==> config.mk <==
export PLATFORM = sky130hd
export DESIGN_NAME = ctu_trap_unit
export DESIGN_NICKNAME = d
export VERILOG_FILES = /design/src/include/ctu_pkg.sv /design/src/logic/ctu_trap_unit.sv /design/src/logic/ctu_lowest_bit.sv
export VERILOG_INCLUDE_DIRS = /design/src /design/src/include
export SDC_FILE = /design/constraint.sdc
export NUM_CORES = 2
export LEC_CHECK = 0
export BUFFER_PORTS_ARGS = -buffer_cell sky130_fd_sc_hd__buf_2
export CORE_ASPECT_RATIO = 0.5
export CORE_UTILIZATION = 50
export DETAILED_ROUTE_END_ITERATION = 16
export PLACE_DENSITY = 0.74
export SYNTH_ARGS = -nofsm -noshare
export SYNTH_HDL_FRONTEND = slang
export SYNTH_SLANG_ARGS = --single-unit
==> constraint.sdc <==
create_clock -name clk_i -period 29.3 [get_ports clk_i]
set_clock_uncertainty 0.1 [all_clocks]
set_input_delay 5.86 -clock clk_i [delete_from_list [all_inputs] [get_ports clk_i]]
set_output_delay 5.86 -clock clk_i [all_outputs]
set_load 0.01 [all_outputs]
==> src/include/ctu_regs.svh <==
// constants for the trap handling unit: offsets, bit positions, bases
`ifndef CTU_REGS_SVH
`define CTU_REGS_SVH

// descriptor word offsets
`define CTU_OFF_ENABLES 2'h0
`define CTU_OFF_STATUS 2'h1
`define CTU_OFF_WPTR 2'h2
`define CTU_OFF_IPTR 2'h3
`define CTU_LAST_WORD 2'h3

// cause bit positions
`define CTU_BIT_BREAK 4'h0
`define CTU_BIT_BAD_OP 4'h3
`define CTU_BIT_LOAD_GUARD 4'h4
`define CTU_BIT_STORE_GUARD 4'h5
`define CTU_BIT_SW_FORCED 4'hf
`define CTU_CAUSE_W 14

// group codes
`define CTU_GRP_BREAK 2'h0
`define CTU_GRP_ERRORS 2'h1
`define CTU_GRP_SYSTEM 2'h2
`define CTU_GRP_SCHED 2'h3

// memory placement of the handler and saved-process tables
`define CTU_HANDLER_BASE 32'h0000_0100
`define CTU_SAVED_BASE 32'h0000_0200
`define CTU_NULL_WPTR 32'h0000_0000

// reset values
`define CTU_ENABLES_RST 32'h0000_0000
`define CTU_STATUS_RST 16'h0000

`endif

==> src/include/ctu_pkg.sv <==
// types shared by the trap handling unit and its surroundings
package ctu_pkg;

    typedef enum logic [2:0] {
        CTU_OP_LD_HANDLER = 3'h0,
        CTU_OP_ST_HANDLER = 3'h1,
        CTU_OP_LD_SAVED = 3'h2,
        CTU_OP_ST_SAVED = 3'h3,
        CTU_OP_MASK_SET = 3'h4,
        CTU_OP_MASK_CLR = 3'h5,
        CTU_OP_TRAP_RET = 3'h6,
        CTU_OP_BAD_OP = 3'h7
    } ctu_op_e;

    typedef enum logic [3:0] {
        CTU_ST_IDLE = 4'h1,
        CTU_ST_READ = 4'h2,
        CTU_ST_WRITE = 4'h4,
        CTU_ST_APPLY = 4'h8
    } ctu_state_e;

    typedef enum logic [1:0] {
        CTU_JOB_COPY = 2'h0,
        CTU_JOB_TRAP = 2'h1,
        CTU_JOB_RET = 2'h2
    } ctu_job_e;

    typedef struct packed {
        logic [31:0] a;
        logic [31:0] b;
        logic [31:0] c;
    } ctu_stack_s;

    typedef struct packed {
        logic [31:0] iptr;
        logic [31:0] wptr;
        logic [31:0] status;
    } ctu_ctx_s;

    typedef struct packed {
        logic req;
        logic we;
        logic [31:0] addr;
        logic [31:0] wdata;
    } ctu_mem_s;

endpackage

==> src/logic/ctu_trap_unit.sv <==
// trap handling unit: per-priority enables and status, trap entry and return, descriptor transfers
`timescale 1ns/1ps
`default_nettype none
`include "ctu_regs.svh"

// Function
// - descriptor is four words: mask, status, workspace, iptr
// - null workspace pointer means no handler installed
// - saved iptr is next instruction, status bit set
// - trap only at interruptible point when enabled
// - disabled cause ignored, enabled cause recorded in status
// - save live context, load handler context
// - live mask ANDed with handler mask on entry
// - trap return restores saved context, clears flag
// - group from stack top, buffer from second
// - handler ops use third register priority; saved ops current
// - load guard enabled: skip load, set flag
// - store guard enabled: skip store, set flag
// - cause enables in low half, one per priority
// - mask set ORs stack top into enables
// - mask clear ANDs inverted stack top into enables
// - mask ops return previous enables in stack top
// - undefined opcode raises bad opcode condition
// - group codes: break 0, errors 1, system 2, scheduler 3
// - cause bits 0 to 13; bit 15 software forced

module ctu_trap_unit (
    input wire logic clk_i,
    input wire logic reset_i,
    input wire logic op_valid_i,
    input wire ctu_pkg::ctu_op_e op_i,
    input wire ctu_pkg::ctu_stack_s stack_i,
    input wire logic pri_i,
    input wire ctu_pkg::ctu_ctx_s ctx_i,
    input wire logic interruptible_i,
    input wire logic [13:0] cond_i,
    input wire logic sw_forced_i,
    input wire logic mem_ack_i,
    input wire logic [31:0] mem_rdata_i,
    output ctu_pkg::ctu_mem_s mem_o,
    output logic busy_o,
    output logic done_o,
    output logic [31:0] areg_o,
    output logic ctx_load_o,
    output ctu_pkg::ctu_ctx_s ctx_o,
    output logic [3:0] trap_cause_o,
    output logic [63:0] enables_o,
    output logic [31:0] status_o
);
    import ctu_pkg::*;

    // ****************************************
    // state
    // ****************************************
    ctu_state_e state, next_state;
    ctu_job_e job;
    logic [1:0] cnt, next_cnt;
    logic [31:0] buf_q [4];
    logic [31:0] src_base, dst_base;
    logic job_pri;
    logic [3:0] job_cause;
    logic [31:0] sv_iptr, sv_wptr;
    logic [31:0] enables [2];
    logic [15:0] status [2];
    logic [3:0] cause_taken [2];

    // ****************************************
    // decode
    // ****************************************
    logic [13:0] pending;
    logic pend_any;
    logic [3:0] pend_idx;
    logic idle, take_trap, op_go, last_ack;
    logic guard_load, guard_store;
    logic [15:0] events;
    logic [31:0] wdata;
    logic load_op, store_op;

    function automatic logic [1:0] group_of(input logic [3:0] cause);
        if (cause == `CTU_BIT_BREAK) begin
            return `CTU_GRP_BREAK;
        end else if (cause < `CTU_BIT_BAD_OP) begin
            return `CTU_GRP_ERRORS;
        end else if (cause <= `CTU_BIT_STORE_GUARD) begin
            return `CTU_GRP_SYSTEM;
        end
        return `CTU_GRP_SCHED;
    endfunction

    // one 16-byte slot per priority and group
    function automatic logic [31:0] slot(input logic [31:0] base, input logic p, input logic [1:0] g);
        return base + {26'h0, p, g, 3'h0} + {26'h0, p, g, 3'h0};
    endfunction

    // pending causes are served one at a time, lowest bit first
    assign pending = status[pri_i][13:0] & enables[pri_i][13:0];

    ctu_lowest_bit u_pick (
        .vec_i(pending),
        .any_o(pend_any),
        .idx_o(pend_idx)
    );

    assign idle = (state == CTU_ST_IDLE);
    // a trap beats an op in the same cycle; the op must be presented again
    assign take_trap = idle && interruptible_i && pend_any;
    assign op_go = idle && op_valid_i && !take_trap;
    assign last_ack = mem_ack_i && (cnt == `CTU_LAST_WORD);
    assign guard_load = enables[pri_i][`CTU_BIT_LOAD_GUARD];
    assign guard_store = enables[pri_i][`CTU_BIT_STORE_GUARD];
    assign load_op = op_go && (op_i == CTU_OP_LD_HANDLER || op_i == CTU_OP_LD_SAVED);
    assign store_op = op_go && (op_i == CTU_OP_ST_HANDLER || op_i == CTU_OP_ST_SAVED);

    // events for the current priority, gated by its enables except the software forced bit
    always_comb begin
        events = {2'h0, cond_i};
        if (op_go && op_i == CTU_OP_BAD_OP) begin
            events[`CTU_BIT_BAD_OP] = 1'b1;
        end
        if (op_go && (op_i == CTU_OP_LD_HANDLER || op_i == CTU_OP_LD_SAVED)) begin
            events[`CTU_BIT_LOAD_GUARD] = 1'b1;
        end
        if (op_go && (op_i == CTU_OP_ST_HANDLER || op_i == CTU_OP_ST_SAVED)) begin
            events[`CTU_BIT_STORE_GUARD] = 1'b1;
        end
        events = events & enables[pri_i][15:0];
        events[`CTU_BIT_SW_FORCED] = sw_forced_i;
    end

    // ****************************************
    // sequencer
    // ****************************************
    always_comb begin
        next_state = state;
        next_cnt = cnt;
        case (state)
            CTU_ST_IDLE: begin
                next_cnt = 2'h0;
                if (take_trap) begin
                    next_state = CTU_ST_READ;
                end else if (op_go) begin
                    case (op_i)
                        CTU_OP_LD_HANDLER, CTU_OP_LD_SAVED: begin
                            if (!guard_load) begin
                                next_state = CTU_ST_READ;
                            end
                        end
                        CTU_OP_ST_HANDLER, CTU_OP_ST_SAVED: begin
                            if (!guard_store) begin
                                next_state = CTU_ST_READ;
                            end
                        end
                        CTU_OP_TRAP_RET: begin
                            next_state = CTU_ST_READ;
                        end
                        default: begin
                            next_state = CTU_ST_IDLE;
                        end
                    endcase
                end
            end
            CTU_ST_READ: begin
                if (mem_ack_i) begin
                    next_cnt = cnt + 2'h1;
                end
                if (last_ack) begin
                    if (job == CTU_JOB_RET) begin
                        next_state = CTU_ST_APPLY;
                    end else if (job == CTU_JOB_TRAP && buf_q[`CTU_OFF_WPTR] == `CTU_NULL_WPTR) begin
                        next_state = CTU_ST_IDLE;
                    end else begin
                        next_state = CTU_ST_WRITE;
                    end
                end
            end
            CTU_ST_WRITE: begin
                if (mem_ack_i) begin
                    next_cnt = cnt + 2'h1;
                end
                if (last_ack) begin
                    next_state = (job == CTU_JOB_TRAP) ? CTU_ST_APPLY : CTU_ST_IDLE;
                end
            end
            CTU_ST_APPLY: begin
                next_state = CTU_ST_IDLE;
            end
            default: begin
                next_state = CTU_ST_IDLE;
            end
        endcase
    end

    always_ff @(posedge clk_i or posedge reset_i) begin
        if (reset_i) begin
            state <= CTU_ST_IDLE;
            cnt <= 2'h0;
        end else begin
            state <= next_state;
            cnt <= next_cnt;
        end
    end

    // ****************************************
    // job setup
    // ****************************************
    always_ff @(posedge clk_i or posedge reset_i) begin
        if (reset_i) begin
            job <= CTU_JOB_COPY;
            src_base <= 32'h0;
            dst_base <= 32'h0;
            job_pri <= 1'b0;
            job_cause <= 4'h0;
            sv_iptr <= 32'h0;
            sv_wptr <= 32'h0;
        end else if (take_trap) begin
            job <= CTU_JOB_TRAP;
            job_pri <= pri_i;
            job_cause <= pend_idx;
            src_base <= slot(`CTU_HANDLER_BASE, pri_i, group_of(pend_idx));
            dst_base <= slot(`CTU_SAVED_BASE, pri_i, group_of(pend_idx));
            sv_iptr <= ctx_i.iptr;
            sv_wptr <= ctx_i.wptr;
        end else if (op_go) begin
            job_pri <= pri_i;
            job <= (op_i == CTU_OP_TRAP_RET) ? CTU_JOB_RET : CTU_JOB_COPY;
            case (op_i)
                CTU_OP_LD_HANDLER: begin
                    src_base <= stack_i.b;
                    dst_base <= slot(`CTU_HANDLER_BASE, stack_i.c[0], stack_i.a[1:0]);
                end
                CTU_OP_ST_HANDLER: begin
                    src_base <= slot(`CTU_HANDLER_BASE, stack_i.c[0], stack_i.a[1:0]);
                    dst_base <= stack_i.b;
                end
                CTU_OP_LD_SAVED: begin
                    src_base <= stack_i.b;
                    dst_base <= slot(`CTU_SAVED_BASE, pri_i, stack_i.a[1:0]);
                end
                CTU_OP_ST_SAVED: begin
                    src_base <= slot(`CTU_SAVED_BASE, pri_i, stack_i.a[1:0]);
                    dst_base <= stack_i.b;
                end
                CTU_OP_TRAP_RET: begin
                    src_base <= slot(`CTU_SAVED_BASE, pri_i, group_of(cause_taken[pri_i]));
                end
                default: begin
                    src_base <= src_base;
                end
            endcase
        end
    end

    // ****************************************
    // memory port
    // ****************************************
    // saved-process words, same layout as a handler descriptor
    always_comb begin
        wdata = buf_q[next_cnt];
        if (job == CTU_JOB_TRAP) begin
            case (next_cnt)
                `CTU_OFF_ENABLES: wdata = enables[job_pri];
                `CTU_OFF_STATUS: wdata = {16'h0, status[job_pri]};
                `CTU_OFF_WPTR: wdata = sv_wptr;
                default: wdata = sv_iptr;
            endcase
        end
    end

    always_ff @(posedge clk_i or posedge reset_i) begin
        if (reset_i) begin
            mem_o <= '0;
        end else begin
            mem_o.req <= (next_state == CTU_ST_READ) || (next_state == CTU_ST_WRITE);
            mem_o.we <= (next_state == CTU_ST_WRITE);
            mem_o.addr <= ((next_state == CTU_ST_WRITE) ? dst_base : src_base) + {28'h0, next_cnt, 2'h0};
            mem_o.wdata <= wdata;
            if (state == CTU_ST_IDLE) begin
                // the bases only settle one edge after the op is taken
                mem_o.req <= 1'b0;
            end
        end
    end

    always_ff @(posedge clk_i or posedge reset_i) begin
        if (reset_i) begin
            for (int k = 0; k < 4; k++) begin
                buf_q[k] <= 32'h0;
            end
        end else if (state == CTU_ST_READ && mem_ack_i && mem_o.req) begin
            buf_q[cnt] <= mem_rdata_i;
        end
    end

    // ****************************************
    // enables and status
    // ****************************************
    always_ff @(posedge clk_i or posedge reset_i) begin
        if (reset_i) begin
            enables[0] <= `CTU_ENABLES_RST;
            enables[1] <= `CTU_ENABLES_RST;
            areg_o <= 32'h0;
        end else if (op_go && op_i == CTU_OP_MASK_SET) begin
            enables[stack_i.b[0]][15:0] <= enables[stack_i.b[0]][15:0] | stack_i.a[15:0];
            areg_o <= {16'h0, enables[stack_i.b[0]][15:0]};
        end else if (op_go && op_i == CTU_OP_MASK_CLR) begin
            enables[stack_i.b[0]][15:0] <= enables[stack_i.b[0]][15:0] & ~stack_i.a[15:0];
            areg_o <= {16'h0, enables[stack_i.b[0]][15:0]};
        end else if (state == CTU_ST_APPLY && job == CTU_JOB_TRAP) begin
            enables[job_pri] <= enables[job_pri] & buf_q[`CTU_OFF_ENABLES];
        end else if (state == CTU_ST_APPLY && job == CTU_JOB_RET) begin
            enables[job_pri] <= buf_q[`CTU_OFF_ENABLES];
        end
    end

    // a new event at the loaded priority wins over the load or clear in the same cycle; one at the other priority is lost
    always_ff @(posedge clk_i or posedge reset_i) begin
        if (reset_i) begin
            status[0] <= `CTU_STATUS_RST;
            status[1] <= `CTU_STATUS_RST;
            cause_taken[0] <= 4'h0;
            cause_taken[1] <= 4'h0;
        end else begin
            if (take_trap) begin
                cause_taken[pri_i] <= pend_idx;
            end
            if (state == CTU_ST_APPLY && job == CTU_JOB_TRAP) begin
                status[job_pri] <= buf_q[`CTU_OFF_STATUS][15:0] | (job_pri == pri_i ? events : 16'h0);
            end else if (state == CTU_ST_APPLY && job == CTU_JOB_RET) begin
                status[job_pri] <= (buf_q[`CTU_OFF_STATUS][15:0] & ~(16'h1 << cause_taken[job_pri]))
                    | (job_pri == pri_i ? events : 16'h0);
            end else begin
                status[pri_i] <= status[pri_i] | events;
            end
        end
    end

    // ****************************************
    // outputs
    // ****************************************
    always_ff @(posedge clk_i or posedge reset_i) begin
        if (reset_i) begin
            busy_o <= 1'b0;
            done_o <= 1'b0;
            ctx_load_o <= 1'b0;
            ctx_o <= '0;
            trap_cause_o <= 4'h0;
        end else begin
            busy_o <= (next_state != CTU_ST_IDLE);
            done_o <= (op_go && next_state == CTU_ST_IDLE)
                || (state == CTU_ST_APPLY)
                || (state != CTU_ST_IDLE && next_state == CTU_ST_IDLE);
            ctx_load_o <= (state == CTU_ST_APPLY);
            if (state == CTU_ST_APPLY) begin
                ctx_o.iptr <= buf_q[`CTU_OFF_IPTR];
                ctx_o.wptr <= buf_q[`CTU_OFF_WPTR];
                ctx_o.status <= buf_q[`CTU_OFF_STATUS];
                trap_cause_o <= job_cause;
            end
        end
    end

    always_ff @(posedge clk_i or posedge reset_i) begin
        if (reset_i) begin
            enables_o <= 64'h0;
            status_o <= 32'h0;
        end else begin
            enables_o <= {enables[1], enables[0]};
            status_o <= {status[1], status[0]};
        end
    end
endmodule

`default_nettype wire

==> src/logic/ctu_lowest_bit.sv <==
// lowest set bit finder for pending trap causes
`timescale 1ns/1ps
`default_nettype none

module ctu_lowest_bit (
    input wire logic [13:0] vec_i,
    output logic any_o,
    output logic [3:0] idx_o
);
    logic [14:0] seen;
    logic [13:0] hit;

    assign seen[0] = 1'b0;

    genvar i;
    generate
        for (i = 0; i < 14; i++) begin : g_bit
            assign hit[i] = vec_i[i] & ~seen[i];
            assign seen[i + 1] = seen[i] | vec_i[i];
        end
    endgenerate

    assign any_o = seen[14];

    always_comb begin
        idx_o = 4'h0;
        for (int k = 0; k < 14; k++) begin
            if (hit[k]) begin
                idx_o = 4'(k);
            end
        end
    end
endmodule

`default_nettype wire

==> summary.md <==
| Metric | Value |
|---|---|
| Run status | complete, no violations |
| Post-synth EDFFs | 0 |
| Starting Density | approximately half |
| Mean Syn Cell Area | 10.7 um2 |
| Leakage power | 16.8 nW |
| Final setup viols | 0 |
| Placement Cell Area | between 30,000 and 40,000 um2 |
| Die width | approximately 340 um |
| Reg clk slew, reported paths | 70 ps |
| Area contributors post-synth | dfrtp_1, mux2_2, nand2_1, a21oi_1, nand3_1 |
| R2r startpoint | buf_q[41]$_DFFE_PP0P_ |
| Worst EP required | around 30,000 ps |
| TritonCTS clock tree | yes |
| Max incr delay on CP | between 800 and 900 ps |
| Min cycle time layout | approximately 9500 ps |
| Library cells used by synthesis | 82 |
| Num CTS Buffers | 57 |
| Max VDD drop | approximately 0.055 mV |
| Fin. max-slew vios | 0 |
| Worst Setup SP | pri_i |
| CTS root buf | clkbuf_16 |
| Hold Crit Start | enables[27]$_DFFE_PP0P_ |
| Synth Flop Type | dfrtp_1 |
| Share of layout cells above drive strength 1 | between 20% and 30% |
| Max-Cap Viols | 0 |
| Dpl hpwl | 64,600 um |
| Initial DRC count | 2,850 |
| Critical path type | primary input to register |
| Fin crit share | between 30% and 40% |
| Layout area overhead | 16.9% |
| PortBufs | 449 |
| Final core occ | 59.3% |
| Fmax | ~100 MHz |
| Total length of routed wires | about 94,000 um |
| HP Class | register to register |
| Dpl ws | 19,240 ps |
| Worst path cell trace | buf_2, buf_4, nor2b_1, a32o_1, nor4_2, a41oi_2, nor4b_4, nand2_1, a21oi_2, o21ai_0, a221oi_1 |
| Vias in the first global route | approximately 23,000 |
| RSZ-0062 raised after global routing | no |
| Maximum fanout along the worst path | between 40 and 50 |
| Row Count | a little over 60 |
| Overall Power | between 3 and 4 mW |
| Post-synth top cells | dfrtp_1, nand2_1, mux2_2, a21oi_1, nand3_1 |
| Full die area | ~59,000 um2 |
| Yosys top cell area share | between 50 and 60% |
| #FFs+latches synth | 654 |
| Max_slew headroom | between 20 and 25% |
| Pwr Density | 91.1 nW/um2 |
| GRT overflow | 0 |
| Fin Hold WS | 279 ps |
| R2r setup slk | between 20,000 and 25,000 ps |
| Hold_buf cts | 0 |
| Ports | roughly 550 |
| Sequential share of the synthesized area | roughly 56% |
| Die H | roughly 170 um |
| Initial antenna violation count | 11 |
| Most frequent cell after synthesis | dfrtp_1 |
| Core ar. | 57,500 um2 |
| Initial DRT Pass Iterations | 6 |
| Post-Layout Cell Count | 3,932 |
| Asr flop ratio synth | between 90% and 100% |
| Placed insts | around 3,800 |
| # clock sinks | 654 |
| First-pass GRT wire length | approximately 140,000 um |
| Sum of negative setup slack | 0 ps |
| Via-to-Cell Ratio | ~6 |
| Cell Area, Synth | just under 30,000 um2 |
| Clk_lat worst skew | approximately 670 ps |
| Largest net degree at the start of global routing | 131 |
| Final hold vios | 0 |
| Area leader, netlist | dfrtp_1 |
| DRC viols | 0 |
| Routed WL per cell | 24.0 um |
| H-tree levels | 2 |
| Syn Inst Count | between 2,000 and 3,000 |
| GP Congestion | between 0.9 and 1 |
| GRT Total Usage | roughly a third |
| Design area | 34,100 um2 |
| Least-Margin Pin Slew | ~1200 ps |
| Post-route ant nets | 0 |
| Via count | approximately 24,000 |
| Clock Tree Buf Depth | 3 |
| Setup Fix Bufs, Post-CTS | 0 |
| Final worst slack | between 15,000 and 20,000 ps |
| Nets | 3,367 |
| Post-CTS sizing | 0 |
| Critical-path top delay cell | a21oi_2 |
| Nature of the critical path startpoint | primary input |
| CP Data Arrival Time | roughly 10000 ps |
| Crit path capture type | register |
| Ys Warns | 0 |
[layer usage]
metal	share of wire, %	wire length [um]	global-route usage [%]
met2	47	43900	48.8
met3	7.9	7480	5.36
met4	4.6	4370	13.6
met1	41	38600	44.3
met5	0.014	13	0
[cell type report]
type	count	area, um2
Sequential cell	654	16400
Fill cell	4836	23400
Clock inverter	27	464
Tap cell	768	961
Multi-Input combinational cell	1869	11900
Timing Repair Buffer	492	2570
Inverter	38	153
Clock buffer	74	1580
Antenna cell	10	25.0
[worst max-delay path, delay by kind of cell]
kind	cells	cell delay, ps
compound gates	5	1910
buf+inv	2	500
simple gates	4	1660
[placed cells by master (no fill, tap or decap), drive strengths merged, types with 7 or more instances in the layout]
cell	Yosys	routed
nand2b	9	9
a221oi	28	28
nor4	15	15
bufinv	0	10
a21oi	211	211
o31ai	8	8
a22oi	18	18
dfrtp	653	653
nor3b	7	7
o21ai	121	121
diode	0	10
mux2	239	239
inv	38	39
a21o	23	23
xnor2	25	25
nor3	28	28
o22a	38	38
a31oi	20	20
mux2i	58	58
a22o	28	28
nand3	152	152
xor2	13	13
nor2b	17	17
nand2	546	546
a221o	11	11
conb	1	16
nor2	102	102
buf	64	492
clkinv	0	15
clkbuf	125	74
o22ai	23	23
and3	11	11
mux4	16	16
[logic make-up after synthesis]
family | Yosys count | synth area share [%]
adder cells (fa/ha/maj) | 7 | 0.326
multiplexers | 313 | 12.6
flip-flops | 654 | 56.2
other | 1 | 0.0129
AND/OR/NAND/NOR | 924 | 14.0
buffers and inverters | 227 | 3.26
AO/OA/AOI/OAI | 571 | 12.5
XOR/XNOR | 38 | 1.14
[power breakdown]
part | internal (mW) | total [mW] | switching, mW
clock | 0.471 | 0.834 | 0.363
combinational | 0.336 | 0.910 | 0.575
sequential | 1.12 | 1.36 | 0.239
total | 1.93 | 3.10 | 1.18
[registers in the layout (all words and copies together), names as in the netlist, 64 cells and up]
| name | cells |
|---|---|
| buf_q | 128 |
| ctx_o | 96 |
| enables | 64 |
| enables_o | 64 |
| mem_o | 66 |
[final timing paths]
check	end	cells past startpoint
max	enables[8]$_DFFE_PP0P_	11
min	enables_o[59]$_DFF_PP0_	0
max reg2reg	mem_o[63]$_DFF_PP0_	15
min reg2reg	enables_o[59]$_DFF_PP0_	0
max in group asynchronous	enables[39]$_DFFE_PP0P_	5
min in group asynchronous	mem_o[43]$_DFF_PP0_	2
No activity file was read; power rests on OpenSTA's default activity.
